File: config.mk
export PLATFORM = sky130hd
export DESIGN_NAME = nfc_irq_status_collision_pos
export DESIGN_NICKNAME = d
export VERILOG_FILES = /design/src/shared/nfc_irq_pkg.sv /design/src/hw/nfc_irq_status_collision_pos.sv
export VERILOG_INCLUDE_DIRS = /design/src /design/src/shared
export SDC_FILE = /design/constraint.sdc
export NUM_CORES = 1
export LEC_CHECK = 0
export BUFFER_PORTS_ARGS = -buffer_cell sky130_fd_sc_hd__buf_2
export CAP_MARGIN = 25
export CORE_ASPECT_RATIO = 0.75
export CORE_UTILIZATION = 25
export CTS_CLUSTER_SIZE = 30
export DETAILED_ROUTE_END_ITERATION = 10
export HOLD_SLACK_MARGIN = 0.03
export PLACE_DENSITY = 0.53
export SYNTH_ARGS = -nofsm -noshare
export SYNTH_HDL_FRONTEND = slang
export SYNTH_SLANG_ARGS = --single-unit
File: constraint.sdc
create_clock -name ref_clk -period 2 [get_ports ref_clk]
set_input_delay 0 -clock ref_clk [delete_from_list [all_inputs] [get_ports ref_clk]]
set_output_delay 0 -clock ref_clk [all_outputs]
set_load 0.01 [all_outputs]
File: src/shared/nfc_irq_cfg.svh
// Offsets, field positions, reset values and timing counts
`ifndef NFC_IRQ_CFG_SVH
`define NFC_IRQ_CFG_SVH

`define IRQ_STATUS_IDX 8'h0c
`define IRQ_ENABLE_IDX 8'h0d
`define COL_POS_IDX 8'h0e

`define ST_TX 7
`define ST_RX 6
`define ST_FIFO 5
`define ST_PROTO_ERR 4
`define ST_SDD 3
`define ST_FIELD 2
`define ST_CA_DONE 1
`define ST_CA_FAIL 0

`define STATUS_RESET 8'h00
`define ENABLE_RESET 6'h3e
`define COL_POS_RESET 10'h000
`define TX_ALLOW 8'ha0
`define RX_ALLOW 8'h40
`define IDLE_ALLOW 8'hff

`define CLK_PERIOD_NS 5
`define CA_WAIT_NS 320
`define CA_WAIT_CYC \
  ((`CA_WAIT_NS + `CLK_PERIOD_NS - 1) / `CLK_PERIOD_NS)

`endif

File: src/shared/nfc_irq_pkg.sv
// Types shared by the interrupt status block
package nfc_irq_pkg;

  typedef enum logic [1:0] {
    OP_READER,
    OP_NFC,
    OP_CARD_EMU
  } op_mode_t;

  typedef enum logic [1:0] {
    REG_NONE,
    REG_STATUS,
    REG_ENABLE,
    REG_COLPOS
  } reg_id_t;

  typedef struct packed {
    logic cyc;
    logic stb;
    logic we;
    logic [31:0] adr;
    logic [3:0] sel;
    logic [31:0] dat;
  } wb_req_t;

  typedef struct packed {
    logic ack;
    logic [31:0] dat;
  } wb_rsp_t;

  typedef struct packed {
    logic tx_start;
    logic tx_done;
    logic rx_sof;
    logic rx_done;
    logic fifo_cross;
    logic proto_err;
    logic sdd_done;
    logic ca_done;
    logic ca_blocked;
    logic col_evt;
    logic err_evt;
  } nfc_evt_t;

endpackage

File: src/hw/nfc_irq_status_collision_pos.sv
// Interrupt status, enable and collision position registers
//
// Notes on behaviour
// Status resets to zero and is cleared when a read of it completes.
// Transmit flag bit 7 sets at transmit start; interrupt waits for end.
// Receive flag bit 6 sets at start of frame; interrupt waits for end.
// FIFO flag bit 5 sets when the fill level crosses a threshold.
// In NFC or card emulation bit 3 marks SDD done and bit 4 any error.
// In NFC or card emulation bit 2 sets on each field level change outside a transfer phase.
// In NFC bit 1 sets once avoidance is done and the wait has elapsed.
// In NFC bit 0 reports avoidance blocked by an external field.
// Enables for FIFO, CRC, parity and collision sit at 5,4,3,1, reset 1.
// Framing enable at bit 2 resets to 1, no-response at bit 0 to 0.
// Enable bits 7 and 6 show position bits 9 and 8 for Type A.
// Position register shows the low eight bits of the collision.
// Outside Type A the position register records an error position.
// Position clears at reset, while enable is low, and after a read.
// A status read clears the flags and the interrupt line together.
// Transmit may set only bits 5 and 7, receive only bit 6.
// The interrupt is asserted only for bits 7 and 6 or for a flag whose enable is set.
`timescale 1ns/100ps
`include "nfc_irq_cfg.svh"

module nfc_irq_status_collision_pos
  import nfc_irq_pkg::*;
(
  input wire logic ref_clk,
  input wire logic rst_b,
  input wire wb_req_t wb_req,
  output wb_rsp_t wb_rsp,
  input wire op_mode_t op_mode,
  input wire logic chip_en,
  input wire logic type_a,
  input wire nfc_evt_t evt,
  input wire logic field_ok,
  input wire logic [9:0] col_bit_pos,
  input wire logic [9:0] err_bit_pos,
  output logic irq
);

  typedef enum logic [1:0] {
    PH_IDLE,
    PH_TX,
    PH_RX
  } phase_t;

  localparam logic [7:0] CA_WAIT = 8'(`CA_WAIT_CYC);

  function automatic reg_id_t reg_hit(input logic [31:0] adr);
    reg_id_t id;
    id = REG_NONE;
    if (adr == {22'h0, `IRQ_STATUS_IDX, 2'b00}) begin
      id = REG_STATUS;
    end else if (adr == {22'h0, `IRQ_ENABLE_IDX, 2'b00}) begin
      id = REG_ENABLE;
    end else if (adr == {22'h0, `COL_POS_IDX, 2'b00}) begin
      id = REG_COLPOS;
    end
    return id;
  endfunction

  // Mask of flags that may be set in a transfer phase
  function automatic logic [7:0] phase_allow(input phase_t ph);
    logic [7:0] m;
    m = `IDLE_ALLOW;
    unique case (ph)
      PH_TX: m = `TX_ALLOW;
      PH_RX: m = `RX_ALLOW;
      PH_IDLE: m = `IDLE_ALLOW;
      default: m = `IDLE_ALLOW;
    endcase
    return m;
  endfunction

  // Bus slave state
  logic ack_r, ack_nxt;
  logic [31:0] dat_r, dat_nxt;
  logic rd_done, wr_done;
  logic st_clr, cp_clr, en_wr;
  reg_id_t hit;

  // Block state
  logic [7:0] status_r, status_nxt;
  logic [5:0] en_r, en_nxt;
  logic [9:0] col_pos_r, col_pos_nxt;
  logic [7:0] ca_cnt_r, ca_cnt_nxt;
  logic field_ok_r, field_ok_nxt;
  logic irq_r, irq_nxt;
  phase_t phase_r, phase_nxt;

  logic [7:0] set_raw, set_vec, allow, irq_mask;
  logic nfc_ce, nfc_only, ca_fire;

  // Bus decode and answer
  always_comb begin
    hit = reg_hit(wb_req.adr);
    // Ack for one cycle; a held request is not taken again in the cycle of its ack
    ack_nxt = wb_req.cyc & wb_req.stb & ~ack_r;
    rd_done = ack_nxt & ~wb_req.we;
    wr_done = ack_nxt & wb_req.we & wb_req.sel[0];
    st_clr = rd_done && (hit == REG_STATUS);
    cp_clr = rd_done && (hit == REG_COLPOS);
    // Writes to status and position are ignored
    en_wr = wr_done && (hit == REG_ENABLE);
    dat_nxt = dat_r;
    if (rd_done) begin
      unique case (hit)
        REG_STATUS: dat_nxt = {24'h0, status_r};
        REG_ENABLE: dat_nxt = {24'h0, col_pos_r[9:8], en_r};
        REG_COLPOS: dat_nxt = {24'h0, col_pos_r[7:0]};
        REG_NONE: dat_nxt = 32'h0;
      endcase
    end
  end

  always_ff @(posedge ref_clk) begin
    if (!rst_b) begin
      ack_r <= 1'b0;
      dat_r <= 32'h0;
    end else begin
      ack_r <= ack_nxt;
      dat_r <= dat_nxt;
    end
  end

  assign wb_rsp = '{ack: ack_r, dat: dat_r};

  // Transfer phase tracking
  always_comb begin
    phase_nxt = phase_r;
    unique case (phase_r)
      PH_IDLE: begin
        if (evt.tx_start) begin
          phase_nxt = PH_TX;
        end else if (evt.rx_sof) begin
          phase_nxt = PH_RX;
        end
      end
      PH_TX: begin
        if (evt.tx_done) begin
          phase_nxt = PH_IDLE;
        end
      end
      PH_RX: begin
        if (evt.rx_done) begin
          phase_nxt = PH_IDLE;
        end
      end
    endcase
  end

  always_ff @(posedge ref_clk) begin
    if (!rst_b) begin
      phase_r <= PH_IDLE;
    end else begin
      phase_r <= phase_nxt;
    end
  end

  // Wait after collision avoidance
  always_comb begin
    // A fresh ca_done in NFC mode restarts the wait
    ca_cnt_nxt = ca_cnt_r;
    ca_fire = 1'b0;
    if (evt.ca_done && nfc_only) begin
      ca_cnt_nxt = CA_WAIT;
    end else if (ca_cnt_r != 8'h00) begin
      ca_cnt_nxt = ca_cnt_r - 8'h01;
      ca_fire = (ca_cnt_r == 8'h01);
    end
  end

  always_ff @(posedge ref_clk) begin
    if (!rst_b) begin
      ca_cnt_r <= 8'h00;
    end else begin
      ca_cnt_r <= ca_cnt_nxt;
    end
  end

  // Operating mode decode
  always_comb begin
    nfc_ce = (op_mode == OP_NFC) || (op_mode == OP_CARD_EMU);
    nfc_only = (op_mode == OP_NFC);
  end

  // Flags allowed by the current or starting phase
  always_comb begin
    allow = phase_allow(phase_r);
    if (phase_r == PH_IDLE && evt.tx_start) begin
      allow = phase_allow(PH_TX);
    end else if (phase_r == PH_IDLE && evt.rx_sof) begin
      allow = phase_allow(PH_RX);
    end
  end

  // Status event sources
  always_comb begin
    set_raw = 8'h00;
    set_raw[`ST_TX] = evt.tx_start;
    set_raw[`ST_RX] = evt.rx_sof;
    set_raw[`ST_FIFO] = evt.fifo_cross;
    set_raw[`ST_PROTO_ERR] = nfc_ce & evt.proto_err;
    set_raw[`ST_SDD] = nfc_ce & evt.sdd_done;
    // Field edge seen against last cycle's level
    set_raw[`ST_FIELD] = nfc_ce & (field_ok != field_ok_r);
    set_raw[`ST_CA_DONE] = nfc_only & ca_fire;
    set_raw[`ST_CA_FAIL] = nfc_only & evt.ca_blocked;
    set_vec = set_raw & allow;
  end

  // Per-flag sticky bits; set wins over read clear
  generate
    for (genvar i = 0; i < 8; i++) begin : g_flag
      assign status_nxt[i] = set_vec[i] |
        (status_r[i] & ~st_clr);
    end
  endgenerate

  always_ff @(posedge ref_clk) begin
    if (!rst_b) begin
      status_r <= `STATUS_RESET;
    end else begin
      status_r <= status_nxt;
    end
  end

  // Enable bits
  always_comb begin
    // Only bits 5:0 are writable; 7:6 are position bits
    en_nxt = en_r;
    if (en_wr) begin
      en_nxt = wb_req.dat[5:0];
    end
  end

  always_ff @(posedge ref_clk) begin
    if (!rst_b) begin
      en_r <= `ENABLE_RESET;
    end else begin
      en_r <= en_nxt;
    end
  end

  // Field level seen one cycle earlier
  always_comb begin
    field_ok_nxt = field_ok;
  end

  always_ff @(posedge ref_clk) begin
    if (!rst_b) begin
      field_ok_r <= 1'b0;
    end else begin
      field_ok_r <= field_ok_nxt;
    end
  end

  // Interrupt line, held low until a phase ends
  always_comb begin
    // Bits 7 and 6 have no enable and always count
    irq_mask = {2'b11, en_r};
    irq_nxt = (phase_nxt == PH_IDLE) &&
      ((status_nxt & irq_mask) != 8'h00);
  end

  always_ff @(posedge ref_clk) begin
    if (!rst_b) begin
      irq_r <= 1'b0;
    end else begin
      irq_r <= irq_nxt;
    end
  end

  // Collision or error position
  always_comb begin
    // Chip disable beats capture, capture beats read clear
    col_pos_nxt = col_pos_r;
    if (cp_clr) begin
      col_pos_nxt = `COL_POS_RESET;
    end
    if (type_a && evt.col_evt) begin
      col_pos_nxt = col_bit_pos;
    end else if (!type_a && evt.err_evt) begin
      col_pos_nxt = err_bit_pos;
    end
    if (!chip_en) begin
      col_pos_nxt = `COL_POS_RESET;
    end
  end

  always_ff @(posedge ref_clk) begin
    if (!rst_b) begin
      col_pos_r <= `COL_POS_RESET;
    end else begin
      col_pos_r <= col_pos_nxt;
    end
  end

  assign irq = irq_r;

endmodule

==> summary.txt <==
Run status
  • Outcome: finished, violations left
  • Violated checks: negative setup slack

STA
  • Worst slew margin: a little under half
  • Setup TNS: -59.4 ps
  • Final setup fails: 1
  • Fmax: about 490 MHz
  • Worst slew pin tran: roughly 820 ps
  • Period utilization: 103%
  • Unrepaired setup endpoints after global routing: true
  • Setup ws final: -59.4 ps
  • Minimum clock period: just over 2000 ps
  • Hold WS: ~44 ps
  • Final hold violations: 0
  • Slew Limit Fails: 0
  • Skew final: between 4 and 5 ps

Floorplan
  • Die area: 10000 um^2
  • Core Rows: 30
  • Core area: 9200 um^2
  • Die H: between 80 and 90 um
  • Die W: approximately 120 um
  • Initial Util: 26.1%
  • # IOs: ~140

Final layout
  • Net count, final: ~520
  • Area Growth Syn to Fin: 41.8%
  • Most common cell after layout, fill and taps aside: buf_2
  • Most frequent cells in the layout: buf_2, dfxtp_1, nand2_1
  • Fill cell total of the finished layout: 970
  • Design area: ~3400 um^2
  • Sequential Area: about 900 um^2
  • Share of cells above drive strength 1: approximately 29%
  • Antenna Cells: 0
  • Multi-input gate area: 1340 um^2

Yosys
  • Top-area cell type share of the netlist area: 37.5%
  • Register bit total from synthesis: 45
  • Yosys warning total: 0
  • Syn_area_per_cell: between 8 and 9 um^2
  • Cell taking the most area after synthesis: dfxtp_1
  • Synth unique cells: 44
  • Sequential share of the synthesized area: 37.5%
  • Post-Syn Area: around 2400 um^2
  • Post-Syn Instances: 280
  • Leading cell types by total area after synthesis: dfxtp_1, buf_4, mux2i_1

Critical path
  • Critical path launch point type: flip-flop
  • Kind of critical path: reg2reg
  • Worst R2R Path Depth: 6
  • Required time of the critical path: around 2200 ps
  • WP data arrival: 2210 ps
  • Critical Path Fanout Max: 6
  • Crit end category: flip-flop

Clock network
  • Clock tree buffer depth: 2
  • Clock root cell: clkbuf_16
  • Num CTS Buffers: 5
  • Clock latency on the worst-skew pair: 280 ps
  • Clock transition at path regs: approximately 60 ps
  • H-tree levels: 2
  • CTS tree: built
  • Clock Sinks: between 40 and 50
  • Post-CTS setup buffer count: 0

Drt
  • DR iter-0 viols: between 90 and 100
  • Wirelength per Cell: approximately 13 um
  • Final WL: 6730 um
  • Pre-Repair DR Iteration Count: 5
  • # DRC: 0
  • Detailed-route via count: 2400
  • Drt via density: 4.48
  • Routed Antenna Nets: 0

Pwr
  • LEAKAGE: 0.00151 uW
  • Worst IR Drop VDD: between 0.4 and 0.5 mV
  • Pwr Total: 2680 uW
  • Pwr per Cell Area: just under 800 nW/um^2

Placed design
  • Placed cell area: roughly 3000 um^2
  • Port bufs: slightly below 90
  • DP HPWL: 5220 um
  • Placement Setup Slack: -149 ps
  • Gpl congestion: approximately 0.75

Global routing
  • Largest net degree at the start of global routing: 17
  • Vias in the first global route: approximately 2300
  • First-pass GRT wire length: 10600 um
  • Gr ovfl total: 0
  • GRT Overall Usage: 13.6%
  • Initial antenna violation count: 0

Job
  • # Max-Cap Violations: 0

Hold path
  • Hold Path Cell Cnt: 2
  • Worst min-delay path class: in2reg
logic make-up (layout without fill, tap and decap cells):
logic type	after synthesis	in the layout	synth area share [%]
simple gates	108	108	22.7
compound gates	53	53	16.4
flops	45	45	37.5
buf+inv	44	149	10.9
mux	14	14	5.83
xor+xnor	8	8	2.91
fa+ha+maj	7	7	3.64
other cells	1	24	0.156
power breakdown:
| part | total [uW] | switching, uW | internal, uW | leakage, uW |
|---|---|---|---|---|
| clock | 786 | 327 | 459 | 0.0000706 |
| sequential | 1100 | 95.0 | 1000 | 0.000368 |
| combinational | 793 | 397 | 396 | 0.00107 |
| total | 2680 | 819 | 1860 | 0.00151 |
synthesized netlist by cell type, drive strengths merged:
cell and number:
a211oi 1, a21boi 3, a21o 3, a21oi 11, a221oi 1, a222oi 11, a22o 2, a311oi 1
a31oi 1, a32o 1, a32oi 1, and2 8, buf 27, clkbuf 8, conb 1, dfxtp 45
ha 7, inv 9, mux2i 14, nand2 30, nand2b 1, nand3 10, nand3b 1, nand4 4
nand4b 1, nand4bb 1, nor2 28, nor2b 4, nor3 3, nor3b 2, nor4 8, nor4b 2
o21a 3, o21ai 11, o21ba 1, o31ai 1, o32ai 1, or2 1, or3 3, or4 1
xnor2 6, xor2 2
path summary, 6_finish.rpt:
| path | from | endpoint | slack, ps |
|---|---|---|---|
| worst max-delay path | ack_r | irq | -60 |
| worst min-delay path | rst_b | en_r[3] | 40 |
| worst max register to register | ack_r | irq | -60 |
| worst min register to register | dat_r[4] | dat_r[4] | 450 |
final cells by class:
type | count | share of cell area (%)
Inverter | 9 | 0.990
Multi-Input combinational cell | 214 | 39.3
Timing Repair Buffer | 132 | 24.6
Clock inverter | 2 | 0.293
Sequential cell | 45 | 26.4
Clock buffer | 6 | 3.78
Tap cell | 128 | 4.70
layer usage:
| layer | vias up | wire length [um] | track usage (%) |
|---|---|---|---|
| li1 | 1209 | - | - |
| met1 | 1090 | 3270 | 18.2 |
| met2 | 99 | 2930 | 22.8 |
| met3 | 2 | 505 | 2.57 |
| met4 | 0 | 24 | 2.83 |
| met5 | - | 0 | 0 |
timing repair:
action,CTS,global route
setup endpoints to repair,2,1
resized for setup,2,0
hold buffers,28,0
endpoints found under the hold margin,18,0
pin swaps,1,0
per-stage QoR:
step,utilization (%),std cells
after floorplan,-,303
after global placement,32.4,500
after detailed placement,32.4,500
after CTS,37.1,536
after global routing,37.1,536
final,37.1,536
critical path, cell delays in order (launching register included):
cell	delay, ps
dfxtp_1	310
nand4bb_1	190
or3_4	350
or3_4	380
a21o_1	190
a222oi_1	370
a31oi_1	140
sequential cells by signal (all words and copies together), names as in the netlist:
signal / cells
en_r: 6
phase_r: 2
ca_cnt_r: 8
dat_r: 8
col_pos_r: 10
irq: 1
ack_r: 1
status_r: 8
field_ok_r: 1
(Power assumes the default switching activity.)
